<file path="src/common/low_power_card_detect_pkg.sv">
// Purpose: constants, register map and states of the card detect sequencer
// Assumes: 200 MHz system clock, APB register access with 32-bit data
// Notes: register indices are word indices; byte address is four times
package lpdl_pkg;
    // clock and unit times
    localparam int unsigned CLK_MHZ = 200;
    localparam int unsigned FIELD_STEP_US = 8;
    localparam int unsigned AUX_STEP_US = 5;
    localparam int unsigned FIELD_STEP_CYC = FIELD_STEP_US * CLK_MHZ;
    localparam int unsigned AUX_STEP_CYC = AUX_STEP_US * CLK_MHZ;
    localparam int unsigned SUB_W = 12;

    // register indices and address width
    localparam logic [7:0] IDX_REF_SET = 8'h34;
    localparam logic [7:0] IDX_FIELD_TIME = 8'h36;
    localparam logic [7:0] IDX_THRESHOLD = 8'h37;
    localparam logic [7:0] IDX_SRC_AUX = 8'h38;
    localparam logic [7:0] IDX_AUX_PRE = 8'h39;
    localparam logic [7:0] IDX_AUX_POST = 8'h3a;
    localparam logic [7:0] IDX_MODE_SWITCH = 8'h40;
    localparam logic [7:0] IDX_STATUS = 8'h41;
    localparam logic [7:0] IDX_GAIN_REF = 8'h42;
    localparam int unsigned ADDR_W = 12;

    // field layout
    localparam int unsigned GEAR_W = 4;
    localparam int unsigned GAIN_W = 10;
    localparam int unsigned STBY_W = 20;
    localparam int unsigned GO_BIT = 31;
    localparam int unsigned PWR_CTL_BIT = 30;
    localparam int unsigned GREF_LSB = 16;
    localparam int unsigned ST_DET_BIT = 0;
    localparam int unsigned ST_ACT_BIT = 1;
    localparam int unsigned ST_AUX1_BIT = 2;
    localparam int unsigned ST_AUX2_BIT = 3;
    localparam int unsigned ST_STATE_LSB = 8;
    localparam int unsigned SRC_LSB = 0;
    localparam int unsigned BIT_AUX1_WAKE = 2;
    localparam int unsigned BIT_AUX2_DET = 3;
    localparam int unsigned BIT_AUX1_SUPPLY = 4;
    localparam logic [1:0] SRC_AUTO = 2'h0;
    localparam logic [1:0] SRC_SELF = 2'h1;
    localparam logic [7:0] BYTE_RST = 8'h00;
    localparam logic [31:0] WORD_ZERO = 32'h0000_0000;

    // sequencer states, one-hot
    typedef enum logic [6:0] {
        ST_IDLE = 7'b000_0001,
        ST_CALIB = 7'b000_0010,
        ST_STANDBY = 7'b000_0100,
        ST_AUX_PRE = 7'b000_1000,
        ST_FIELD_CMD = 7'b001_0000,
        ST_FIELD_ON = 7'b010_0000,
        ST_AUX_POST = 7'b100_0000
    } lpdl_state_e;
endpackage

</file>
<file path="src/logic/low_power_card_detect_seq.sv">
// Purpose: low-power card detect loop sequencer with APB register slave
// Assumes: all inputs synchronous to CLK_SYS; slow oscillator is a level
// Notes: one wait state on every APB access; outputs are flip-flops
//
// Functional notes
// - slow oscillator ticks drive a wake-up counter whose expiry ends standby.
// - host starts the loop with a mode switch carrying standby duration.
// - every iteration starts in standby, timed only by the wake-up counter.
// - detection turns the field on for the set time, then compares gain.
// - detection raises the interrupt; host settings are not restored.
// - no detection means no interrupt and a return to standby, after the aux one post delay when aux one is enabled.
// - loop stops on detection, reset, host select, or external field.
// - reset stops the loop and clears all configuration.
// - without power control the field uses type A 106 kbit/s settings.
// - with power control, issue field-on command after standby, not before the calibration field; timer starts after it.
// - field-on time is one byte times 8 microseconds.
// - detect when reference minus current gain exceeds the threshold byte.
// - reference setting is 16 bits; gear in 3:0, 15:4 reserved.
// - source bits 1:0 pick auto calibration or the gain reference register.
// - control bit 2 lets aux output one change level before field-on.
// - control bit 3 drives aux output two on card detection.
// - control bit 4 drives aux output one on wake-up from standby.
// - aux one high to field-on delay is one byte times 5 microseconds.
// - field-off to aux one low delay is one byte times 5 microseconds.
// - aux one rises before the field and falls after field-off.
`timescale 1ns/10ps
`default_nettype none
module lpdl_seq
    import lpdl_pkg::*;
#(
    parameter int unsigned FIELD_STEP = FIELD_STEP_CYC,
    parameter int unsigned AUX_STEP = AUX_STEP_CYC
) (
    input wire logic CLK_SYS,
    input wire logic SRST,
    input wire logic PSEL,
    input wire logic PENABLE,
    input wire logic PWRITE,
    input wire logic [ADDR_W-1:0] PADDR,
    input wire logic [31:0] PWDATA,
    output logic [31:0] PRDATA,
    output logic PREADY,
    output logic PSLVERR,
    input wire logic SLOW_WAKE_OSC,
    input wire logic [GAIN_W-1:0] GAIN_LEVEL,
    input wire logic HOST_SEL_N,
    input wire logic EXT_FIELD_DET,
    input wire logic FIELD_CMD_DONE,
    output logic FIELD_ON,
    output logic FIELD_TYPE_A,
    output logic FIELD_ON_CMD,
    output logic [GEAR_W-1:0] GAIN_GEAR,
    output logic CARD_DETECT_IRQ,
    output logic FIRST_AUX_OUT,
    output logic SECOND_AUX_OUT,
    output logic LOOP_ACTIVE
);

    function automatic logic at_idx(input logic [ADDR_W-1:0] a,
                                    input logic [7:0] idx);
        at_idx = (a == {2'b00, idx, 2'b00});
    endfunction

    ////////////////////////////////////////////////////////////////////////
    // registers
    lpdl_state_e state_ff, nxt_state;
    logic [GEAR_W-1:0] ref_gear_ff;
    logic [7:0] fot_ff, thr_ff, ctl_ff, pre_ff, post_ff;
    logic [STBY_W-1:0] stby_dur_ff, stby_cnt_ff;
    logic pwr_ctl_ff, act_ff;
    logic [GEAR_W-1:0] gref_gear_ff;
    logic [GAIN_W-1:0] gref_lvl_ff, ref_ff;
    logic [7:0] units_ff;
    logic [SUB_W-1:0] sub_ff;
    logic step_aux_ff;
    logic osc_q_ff;
    logic irq_ff, aux1_ff, aux2_ff, field_ff, type_a_ff, cmd_ff, hit_ff;
    logic [GEAR_W-1:0] gear_ff;
    logic pready_ff, pslverr_ff;
    logic [31:0] prdata_ff;

    ////////////////////////////////////////////////////////////////////////
    // apb decode; write commits at the edge where pready is sampled high
    wire acc = PSEL & PENABLE;
    wire wr_en = acc & PWRITE & pready_ff;
    wire rd_cap = acc & ~pready_ff;
    wire sel_ref = at_idx(PADDR, IDX_REF_SET);
    wire sel_fot = at_idx(PADDR, IDX_FIELD_TIME);
    wire sel_thr = at_idx(PADDR, IDX_THRESHOLD);
    wire sel_ctl = at_idx(PADDR, IDX_SRC_AUX);
    wire sel_pre = at_idx(PADDR, IDX_AUX_PRE);
    wire sel_post = at_idx(PADDR, IDX_AUX_POST);
    wire sel_mode = at_idx(PADDR, IDX_MODE_SWITCH);
    wire sel_stat = at_idx(PADDR, IDX_STATUS);
    wire sel_gref = at_idx(PADDR, IDX_GAIN_REF);
    wire mapped = sel_ref | sel_fot | sel_thr | sel_ctl | sel_pre |
                  sel_post | sel_mode | sel_stat | sel_gref;
    wire idle = (state_ff == ST_IDLE);
    wire start = wr_en & sel_mode & PWDATA[GO_BIT] & idle;
    wire irq_clr = wr_en & sel_stat & PWDATA[ST_DET_BIT];

    // read mux; reserved bits read as zero
    logic [31:0] rd_val;
    always_comb begin
        rd_val = WORD_ZERO;
        if (sel_ref) begin
            rd_val[GEAR_W-1:0] = ref_gear_ff;
        end else if (sel_fot) begin
            rd_val[7:0] = fot_ff;
        end else if (sel_thr) begin
            rd_val[7:0] = thr_ff;
        end else if (sel_ctl) begin
            rd_val[7:0] = ctl_ff;
        end else if (sel_pre) begin
            rd_val[7:0] = pre_ff;
        end else if (sel_post) begin
            rd_val[7:0] = post_ff;
        end else if (sel_mode) begin
            rd_val[STBY_W-1:0] = stby_dur_ff;
            rd_val[PWR_CTL_BIT] = pwr_ctl_ff;
        end else if (sel_stat) begin
            rd_val[ST_DET_BIT] = irq_ff;
            rd_val[ST_ACT_BIT] = ~idle;
            rd_val[ST_AUX1_BIT] = aux1_ff;
            rd_val[ST_AUX2_BIT] = aux2_ff;
            rd_val[ST_STATE_LSB +: 7] = state_ff;
        end else if (sel_gref) begin
            rd_val[GEAR_W-1:0] = gref_gear_ff;
            rd_val[GREF_LSB +: GAIN_W] = gref_lvl_ff;
        end
    end

    // one wait state: pready rises in the second access cycle
    always_ff @(posedge CLK_SYS) begin
        if (SRST) begin
            pready_ff <= 1'b0;
            pslverr_ff <= 1'b0;
            prdata_ff <= WORD_ZERO;
        end else begin
            pready_ff <= rd_cap;
            pslverr_ff <= rd_cap & ~mapped;
            if (rd_cap) begin
                prdata_ff <= rd_val;
            end
        end
    end

    // configuration; reset clears it all, loop or not
    always_ff @(posedge CLK_SYS) begin
        if (SRST) begin
            ref_gear_ff <= '0;
            fot_ff <= BYTE_RST;
            thr_ff <= BYTE_RST;
            ctl_ff <= BYTE_RST;
            pre_ff <= BYTE_RST;
            post_ff <= BYTE_RST;
            stby_dur_ff <= '0;
            pwr_ctl_ff <= 1'b0;
            gref_gear_ff <= '0;
            gref_lvl_ff <= '0;
        end else if (wr_en) begin
            if (sel_ref) ref_gear_ff <= PWDATA[GEAR_W-1:0];
            if (sel_fot) fot_ff <= PWDATA[7:0];
            if (sel_thr) thr_ff <= PWDATA[7:0];
            if (sel_ctl) ctl_ff <= PWDATA[7:0];
            if (sel_pre) pre_ff <= PWDATA[7:0];
            if (sel_post) post_ff <= PWDATA[7:0];
            if (sel_mode && idle) begin
                stby_dur_ff <= PWDATA[STBY_W-1:0];
                pwr_ctl_ff <= PWDATA[PWR_CTL_BIT];
            end
            if (sel_gref) begin
                gref_gear_ff <= PWDATA[GEAR_W-1:0];
                gref_lvl_ff <= PWDATA[GREF_LSB +: GAIN_W];
            end
        end
    end

    ////////////////////////////////////////////////////////////////////////
    // sequencer decode
    wire stop = ~idle & (~HOST_SEL_N | EXT_FIELD_DET);
    // go write and standby entry share one edge: take the new word itself
    wire [STBY_W-1:0] stby_load = start ? PWDATA[STBY_W-1:0] : stby_dur_ff;
    wire pwr_now = start ? PWDATA[PWR_CTL_BIT] : pwr_ctl_ff;
    wire slow_tick = SLOW_WAKE_OSC & ~osc_q_ff;
    wire tmr_done = (units_ff == 8'h00);
    wire aux1_en = ctl_ff[BIT_AUX1_WAKE] | ctl_ff[BIT_AUX1_SUPPLY];
    wire src_auto = (ctl_ff[SRC_LSB +: 2] == SRC_AUTO);
    wire src_self = (ctl_ff[SRC_LSB +: 2] == SRC_SELF);
    wire [GAIN_W:0] diff = {1'b0, ref_ff} - {1'b0, GAIN_LEVEL};
    wire hit_now = ~diff[GAIN_W] &&
                   (diff[GAIN_W-1:0] > {2'b00, thr_ff});
    wire meas_end = (state_ff == ST_FIELD_ON) & tmr_done;

    // next state and timer loads
    logic tmr_ld, tmr_aux;
    logic [7:0] tmr_val;
    always_comb begin
        nxt_state = state_ff;
        tmr_ld = 1'b0;
        tmr_aux = 1'b0;
        tmr_val = fot_ff;
        unique case (state_ff)
            ST_IDLE: begin
                if (start && src_auto) begin
                    nxt_state = ST_CALIB;
                    tmr_ld = 1'b1;
                end else if (start) begin
                    nxt_state = ST_STANDBY;
                end
            end
            ST_CALIB: if (tmr_done) nxt_state = ST_STANDBY;
            ST_STANDBY: begin
                if (stby_cnt_ff == '0 && aux1_en) begin
                    nxt_state = ST_AUX_PRE;
                    tmr_ld = 1'b1;
                    tmr_aux = 1'b1;
                    tmr_val = pre_ff;
                end else if (stby_cnt_ff == '0 && pwr_ctl_ff) begin
                    nxt_state = ST_FIELD_CMD;
                end else if (stby_cnt_ff == '0) begin
                    nxt_state = ST_FIELD_ON;
                    tmr_ld = 1'b1;
                end
            end
            ST_AUX_PRE: begin
                if (tmr_done && pwr_ctl_ff) begin
                    nxt_state = ST_FIELD_CMD;
                end else if (tmr_done) begin
                    nxt_state = ST_FIELD_ON;
                    tmr_ld = 1'b1;
                end
            end
            ST_FIELD_CMD: begin
                if (FIELD_CMD_DONE) begin
                    nxt_state = ST_FIELD_ON;
                    tmr_ld = 1'b1;
                end
            end
            ST_FIELD_ON: begin
                if (tmr_done && aux1_en) begin
                    nxt_state = ST_AUX_POST;
                    tmr_ld = 1'b1;
                    tmr_aux = 1'b1;
                    tmr_val = post_ff;
                end else if (tmr_done && hit_now) begin
                    nxt_state = ST_IDLE;
                end else if (tmr_done) begin
                    nxt_state = ST_STANDBY;
                end
            end
            ST_AUX_POST: begin
                if (tmr_done) nxt_state = hit_ff ? ST_IDLE : ST_STANDBY;
            end
            default: nxt_state = ST_IDLE;
        endcase
        if (stop) begin
            nxt_state = ST_IDLE;
            tmr_ld = 1'b0;
        end
    end

    // state, slow tick edge and wake-up counter
    always_ff @(posedge CLK_SYS) begin
        if (SRST) begin
            state_ff <= ST_IDLE;
            osc_q_ff <= 1'b0;
            stby_cnt_ff <= '0;
            act_ff <= 1'b0;
        end else begin
            state_ff <= nxt_state;
            act_ff <= (nxt_state != ST_IDLE);
            osc_q_ff <= SLOW_WAKE_OSC;
            if (nxt_state == ST_STANDBY && state_ff != ST_STANDBY) begin
                stby_cnt_ff <= stby_load;
            end else if (slow_tick && stby_cnt_ff != '0) begin
                stby_cnt_ff <= stby_cnt_ff - 1'b1;
            end
        end
    end

    // delay timer in 8 us or 5 us units; a zero byte ends at once
    wire [SUB_W-1:0] sub_last = step_aux_ff ? SUB_W'(AUX_STEP - 1) :
                                              SUB_W'(FIELD_STEP - 1);
    always_ff @(posedge CLK_SYS) begin
        if (SRST) begin
            units_ff <= '0;
            sub_ff <= '0;
            step_aux_ff <= 1'b0;
        end else if (tmr_ld) begin
            units_ff <= tmr_val;
            sub_ff <= '0;
            step_aux_ff <= tmr_aux;
        end else if (stop) begin
            units_ff <= '0;
        end else if (!tmr_done) begin
            sub_ff <= (sub_ff == sub_last) ? '0 : sub_ff + 1'b1;
            if (sub_ff == sub_last) units_ff <= units_ff - 1'b1;
        end
    end

    ////////////////////////////////////////////////////////////////////////
    // reference, field and aux outputs
    wire field_nxt = (nxt_state == ST_FIELD_ON) | (nxt_state == ST_CALIB);
    wire aux1_nxt = (nxt_state == ST_AUX_PRE) |
                    ((nxt_state == ST_FIELD_CMD || nxt_state == ST_FIELD_ON ||
                      nxt_state == ST_AUX_POST) & aux1_en);
    always_ff @(posedge CLK_SYS) begin
        if (SRST) begin
            ref_ff <= '0;
            gear_ff <= '0;
            field_ff <= 1'b0;
            type_a_ff <= 1'b0;
            cmd_ff <= 1'b0;
            aux1_ff <= 1'b0;
            hit_ff <= 1'b0;
        end else begin
            if (start && src_self) begin
                ref_ff <= gref_lvl_ff;
                gear_ff <= gref_gear_ff;
            end else if (start) begin
                gear_ff <= ref_gear_ff;
            end
            if (state_ff == ST_CALIB && tmr_done) ref_ff <= GAIN_LEVEL;
            field_ff <= field_nxt;
            type_a_ff <= field_nxt & ~pwr_now;
            cmd_ff <= (nxt_state == ST_FIELD_CMD) &&
                      (state_ff != ST_FIELD_CMD);
            aux1_ff <= aux1_nxt;
            if (meas_end) hit_ff <= hit_now;
        end
    end

    // interrupt is held until a status clear or the next start, aux two until the next start; the set wins
    always_ff @(posedge CLK_SYS) begin
        if (SRST) begin
            irq_ff <= 1'b0;
            aux2_ff <= 1'b0;
        end else begin
            if (meas_end && hit_now && !stop) begin
                irq_ff <= 1'b1;
                aux2_ff <= ctl_ff[BIT_AUX2_DET];
            end else begin
                if (irq_clr || start) irq_ff <= 1'b0;
                if (start) aux2_ff <= 1'b0;
            end
        end
    end

    assign PRDATA = prdata_ff;
    assign PREADY = pready_ff;
    assign PSLVERR = pslverr_ff;
    assign FIELD_ON = field_ff;
    assign FIELD_TYPE_A = type_a_ff;
    assign FIELD_ON_CMD = cmd_ff;
    assign GAIN_GEAR = gear_ff;
    assign CARD_DETECT_IRQ = irq_ff;
    assign FIRST_AUX_OUT = aux1_ff;
    assign SECOND_AUX_OUT = aux2_ff;
    assign LOOP_ACTIVE = act_ff;

    ////////////////////////////////////////////////////////////////////////
    // checks
    property p_stby_exit;
        @(posedge CLK_SYS) disable iff (SRST)
        (state_ff == ST_STANDBY && stby_cnt_ff == '0 && !stop)
            |=> (state_ff != ST_STANDBY);
    endproperty
    a_stby_exit: assert property (p_stby_exit)
        else $error("standby did not end at counter zero");

    property p_stby_load;
        @(posedge CLK_SYS) disable iff (SRST)
        (state_ff != ST_STANDBY ##1 state_ff == ST_STANDBY)
            |-> (stby_cnt_ff == stby_dur_ff);
    endproperty
    a_stby_load: assert property (p_stby_load)
        else $error("wake-up counter not loaded on standby entry");

    property p_field_phase;
        @(posedge CLK_SYS) disable iff (SRST)
        FIELD_ON |-> (state_ff == ST_FIELD_ON || state_ff == ST_CALIB);
    endproperty
    a_field_phase: assert property (p_field_phase)
        else $error("field on outside detection");

    property p_irq_hit;
        @(posedge CLK_SYS) disable iff (SRST)
        (meas_end && hit_now && !stop)
            |=> (CARD_DETECT_IRQ && !FIELD_ON && state_ff != ST_STANDBY);
    endproperty
    a_irq_hit: assert property (p_irq_hit)
        else $error("detection raised no interrupt");

    property p_miss;
        @(posedge CLK_SYS) disable iff (SRST)
        (meas_end && !hit_now && !aux1_en && !stop && !CARD_DETECT_IRQ)
            |=> (state_ff == ST_STANDBY && !CARD_DETECT_IRQ);
    endproperty
    a_miss: assert property (p_miss)
        else $error("miss did not return quietly to standby");

    property p_stop;
        @(posedge CLK_SYS) disable iff (SRST)
        stop |=> (state_ff == ST_IDLE) ##1 !FIELD_ON;
    endproperty
    a_stop: assert property (p_stop)
        else $error("loop not stopped");

    property p_reset;
        @(posedge CLK_SYS) SRST |=> (state_ff == ST_IDLE && ctl_ff == BYTE_RST);
    endproperty
    a_reset: assert property (p_reset)
        else $error("reset did not clear loop");

    property p_type_a;
        @(posedge CLK_SYS) disable iff (SRST)
        (FIELD_ON && !pwr_ctl_ff && $stable(pwr_ctl_ff)) |-> FIELD_TYPE_A;
    endproperty
    a_type_a: assert property (p_type_a)
        else $error("type A settings missing");

    property p_cmd_wait;
        @(posedge CLK_SYS) disable iff (SRST)
        (state_ff == ST_FIELD_CMD && !FIELD_CMD_DONE && !stop)
            |=> (state_ff == ST_FIELD_CMD && units_ff == '0);
    endproperty
    a_cmd_wait: assert property (p_cmd_wait)
        else $error("field timer ran before command end");

    property p_fot_load;
        @(posedge CLK_SYS) disable iff (SRST)
        (state_ff != ST_FIELD_ON ##1 state_ff == ST_FIELD_ON)
            |-> (units_ff == fot_ff && sub_ff == '0);
    endproperty
    a_fot_load: assert property (p_fot_load)
        else $error("field time not loaded");

    property p_aux_order;
        @(posedge CLK_SYS) disable iff (SRST)
        (state_ff == ST_AUX_PRE || state_ff == ST_AUX_POST) |-> ##1
            (FIRST_AUX_OUT || state_ff == ST_IDLE || state_ff == ST_STANDBY);
    endproperty
    a_aux_order: assert property (p_aux_order)
        else $error("aux one not held around the field");

    c_detect: cover property (@(posedge CLK_SYS) meas_end && hit_now);
    c_miss: cover property (@(posedge CLK_SYS) meas_end && !hit_now);
    c_aux: cover property (@(posedge CLK_SYS) state_ff == ST_AUX_POST);
    c_pwr_ctl: cover property (@(posedge CLK_SYS) FIELD_ON_CMD);
endmodule
`default_nettype wire

</file>
<file path="config.mk">
export PLATFORM = sky130hd
export DESIGN_NAME = lpdl_seq
export DESIGN_NICKNAME = d
export VERILOG_FILES = /design/src/common/low_power_card_detect_pkg.sv /design/src/logic/low_power_card_detect_seq.sv
export SDC_FILE = /design/constraint.sdc
export NUM_CORES = 1
export LEC_CHECK = 0
export BUFFER_PORTS_ARGS = -buffer_cell sky130_fd_sc_hd__buf_2
export CAP_MARGIN = 0
export CORE_ASPECT_RATIO = 1.25
export CORE_UTILIZATION = 55
export CTS_BUF_LIST = sky130_fd_sc_hd__clkbuf_4
export DETAILED_ROUTE_END_ITERATION = 12
export MAX_ROUTING_LAYER = met4
export PLACE_DENSITY = 0.82
export RECOVER_POWER = 50
export SYNTH_ARGS = -nofsm -noshare
export SYNTH_HDL_FRONTEND = slang
export SYNTH_SLANG_ARGS = --single-unit
</file>
<file path="constraint.sdc">
create_clock -name CLK_SYS -period 4.1 [get_ports CLK_SYS]
set_clock_uncertainty 0.05 [all_clocks]
set_input_delay 0.615 -clock CLK_SYS [delete_from_list [all_inputs] [get_ports CLK_SYS]]
set_output_delay 0.615 -clock CLK_SYS [all_outputs]
set_load 0.05 [all_outputs]
</file>
==> summary.md <==
| Metric | Value |
|---|---|
| Crit path required time | `4540 ps` |
| Antenna viol nets, final | `0` |
| CTS tree | `built` |
| Critical Path Slowest Stage Cell | `dfxtp_1` |
| Top-area cell type share of the netlist area | `38.12%` |
| Fraction of layout cells with a size suffix above 1 | `12.93%` |
| Htree depth | `4` |
| Top Usage Layer GRT | `met2` |
| Max transition margin | `-27.25%` |
| Initial DRC count | `838` |
| Max Clk Rate | `0.2598 GHz` |
| Final design utilization | `61.67%` |
| Fraction of the mapped netlist area in simple logic gates | `23.73%` |
| Post-synth EDFFs | `0` |
| Worst slew pin tran | `1909 ps` |
| Initial antenna violation count | `1` |
| Outcome | `finished, violations left` |
| Worst min path class | `input pin to register` |
| Fill count | `1497` |
| VDD IR max | `0.2046 mV` |
| GR met2 Demand/Resource | `49.53%` |
| Area share of fa/ha/maj cells after synthesis | `3.274%` |
| Max cap viols | `3` |
| Largest stage delay on the critical path | `420 ps` |
| Hold Fails Final Rpt | `0` |
| CP bufs+invs | `1` |
| Critical path peak fanout | `19` |
| Hold path startpoint | `PWDATA[22]` |
| Post-synth cell types | `81` |
| Worst path cell trace | `ha_1 > nor2b_1 > o31a_1 > o21a_1 > o21ai_0 > nand2b_1 > a21oi_1 > xnor2_1 > ha_1 > a211oi_1 > o21ai_0 > o21ai_1 > nand4_1 > a221oi_4 > buf_12 > mux2_4` |
| Root buf cell | `clkbuf_4` |
| Startpoint types | `register` |
| Crit share post-route | `93.89%` |
| Drt first pass iters | `9` |
| GR Layer Usage met3 | `4.333%` |
| Fin. max-slew vios | `136` |
| Minimum clock period | `3850 ps` |
| First-pass GRT wire length | `40.99 mm` |
| Final Setup Violations | `0` |
| Clk slew on worst S/H paths | `150 ps` |
| Post-DP HPWL | `18.93 mm` |
| Mean Syn Cell Area | `8.341 sq um` |
| Core ar. | `16780 sq um` |
| CTS Buf Count | `17` |
| Synth top area cells | `dfxtp_1, nor2_1, mux2i_1` |
| Largest net degree at the start of global routing | `83` |
| Power Dens Cells | `290.4 nW/um^2` |
| Vias per cell | `6.114` |
| Setup TNS | `0 ps` |
| CP Capture Type | `register` |
| CTS Sinks | `179` |
| Aggregate global routing overflow | `0` |
| DR DRC count | `0` |
| RD Place Congestion | `1.037` |
| Reg2reg start | `ref_ff[1]` |
| Leakage | `3.658 nW` |
| Buffers on Ports | `98` |
| YS warnings | `0` |
| Total track usage | `30.18%` |
| CTS Hold Bufs | `0` |
| DR vias | `8822` |
| Nets | `1296` |
| CP arrival | `4290 ps` |
| Hold WS | `192.4 ps` |
| RSZ-0062 raised after global routing | `no` |
| Layout Area Growth over Synthesis | `10.06%` |
| Post-synth top area cell | `dfxtp_1` |
| Routed WL | `25.78 mm` |
| Initial Utilization | `56.03%` |
| Clk_lat worst skew | `590 ps` |
| Vias in the first global route | `8207` |
| WL per Instance | `17.87 microns` |
| Crit-path leading delay family | `compound AO/OA/AOI/OAI gates` |
| Met1 Usage GRT | `35.45%` |
| Failing checks | `max-capacitance violations, max-slew violations` |
| Sequential fraction of the synthesis area | `38.12%` |
| Post-synthesis xor/xnor area fraction | `3.261%` |
| Ys flop type | `dfxtp_1` |
| I/O Pins | `108` |
| Combinational family with the most area after synthesis | `simple AND/OR/NAND/NOR gates` |
| Die Width | `118.9 microns` |
| Cell area after synthesis | `9400 sq um` |
| Die footprint | `17620 sq um` |
| Crit path kind | `register to register` |
| Chip height | `148.2 microns` |
| Compound-gate portion of the synthesized area | `17.40%` |
| Buffer depth of the longest clock path | `2` |
| Mux contribution to synthesized area | `9.384%` |
| Syn Inst Count | `1127` |
| Flop and latch count out of synthesis | `179` |
| FFs w/ async S/R, synth | `0%` |
| Row count | `53` |
| Launch point of the worst path | `ref_ff[1]` |
## per-layer routing
layer / vias up / wire (microns)
met5: - / 0
met2: 403 / 12430
met3: 92 / 1744
met4: 0 / 1242
li1: 4188 / -
met1: 4139 / 10370
## stage by stage
step	instances	setup WS, ps	power [mW]	instance area [sq um]
after floorplan	1131	208.9	1.912	9415
after global placement	1410	-87.25	1.986	10130
after detailed placement	1410	-190.4	1.989	10130
after CTS	1442	177.2	3.020	10430
after global routing	1443	31.28	3.107	10350
final	1443	250.3	3.004	10350
## kinds of logic after synthesis
kind of cell / after synthesis
AO/OA/AOI/OAI: 240
XOR/XNOR: 35
adder cells (fa/ha/maj): 24
buffers and inverters: 101
flip-flops: 179
multiplexers: 79
other: 1
AND/OR/NAND/NOR: 468
## synthesized netlist by cell type (4+ instances only)
library cell,number
dfxtp_1,179
nor2_1,166
nand2_1,144
a21oi_1,95
mux2i_1,60
clkbuf_1,46
inv_1,31
nor3_1,29
nand3_1,25
a211oi_1,24
ha_1,23
o21ai_0,19
a22oi_1,18
mux2_4,18
xnor2_1,18
xor2_1,17
a222oi_1,13
nand4_1,11
nor4_1,11
or3_1,11
a221oi_1,10
nand2b_1,10
buf_2,9
buf_4,8
a22o_1,6
a31oi_1,6
nor2b_1,6
nor3_2,6
or4_1,6
or2_2,5
a21o_1,4
a2bb2oi_1,4
and3_1,4
and4_1,4
buf_6,4
nand4b_1,4
o22a_1,4
## placed cells by master (no fill, tap or decap), drive strengths merged, types with 5 or more instances in the layout
master  netlist  final
mux2         19     19
or2           5      5
mux2i        60     60
clkinv        0      5
nor3         35     35
a211oi       25     25
inv          31     39
a221oi       11     11
xor2         17     17
or4           9      9
nor2        166    166
nand2b       10     10
a22o          6      6
clkbuf       46     66
a21oi        95     95
nor4         13     13
ha           23     23
nand4        11     11
a22oi        18     18
o21ai        21     21
nand3        25     25
nor2b         6      6
xnor2        18     18
a222oi       13     13
conb          1      5
or3          11     11
a31oi         6      6
dfxtp       179    179
buf          24     80
nand2       146    146
## worst reg2reg max path, delay by kind of cell, from the launching register on
kind | cells | cell delay [ps]
AOI/OAI and AO/OA | 8 | 1630
xor gates and xnor gates | 1 | 140
adders and majority gates | 2 | 510
buffers and inverters | 1 | 230
DFF | 1 | 420
muxes | 1 | 320
and+or+nand+nor | 3 | 470
## where the power goes
group	switching (mW)	total [mW]	internal (mW)	leakage, nW
Sequential	0.00294	1.75	1.75	1.44
Clock	0.670	1.05	0.383	0.163
Combinational	0.142	0.202	0.0603	2.05
Total	0.815	3.00	2.19	3.66
## path summary, 6_finish.rpt
| kind | end | slack (ps) | cells past startpoint |
|---|---|---|---|
| worst max-delay path | stby_cnt_ff[10] | 250 | 16 |
| worst min-delay path | gref_lvl_ff[6] | 190 | 3 |
| worst max register to register | stby_cnt_ff[10] | 250 | 16 |
| worst min register to register | thr_ff[3] | 420 | 2 |
## layout make-up
cell class	count	area (sq um)	area share, %
Clock inverter	15	171.4	1.657
Multi-Input combinational cell	851	5399	52.18
Timing Repair Buffer	129	670.6	6.482
Antenna cell	1	2.502	0.02419
Inverter	31	116.4	1.125
Clock buffer	17	127.6	1.234
Sequential cell	179	3583	34.64
Tap cell	220	275.3	2.661
## state kept, by name (all words and copies together), names as in the netlist, 10 cells and up
signal / flops
stby_cnt_ff: 20
gref_lvl_ff: 10
sub_ff: 12
PRDATA: 27
ref_ff: 10
stby_dur_ff: 20
## repair_timing
action,4_1_cts,5_1_grt
endpoints found under the setup margin,0,20
resized for setup,0,1
setup buffers,0,0
endpoints found under the hold margin,0,0
No activity file was read; power rests on OpenSTA's default activity.
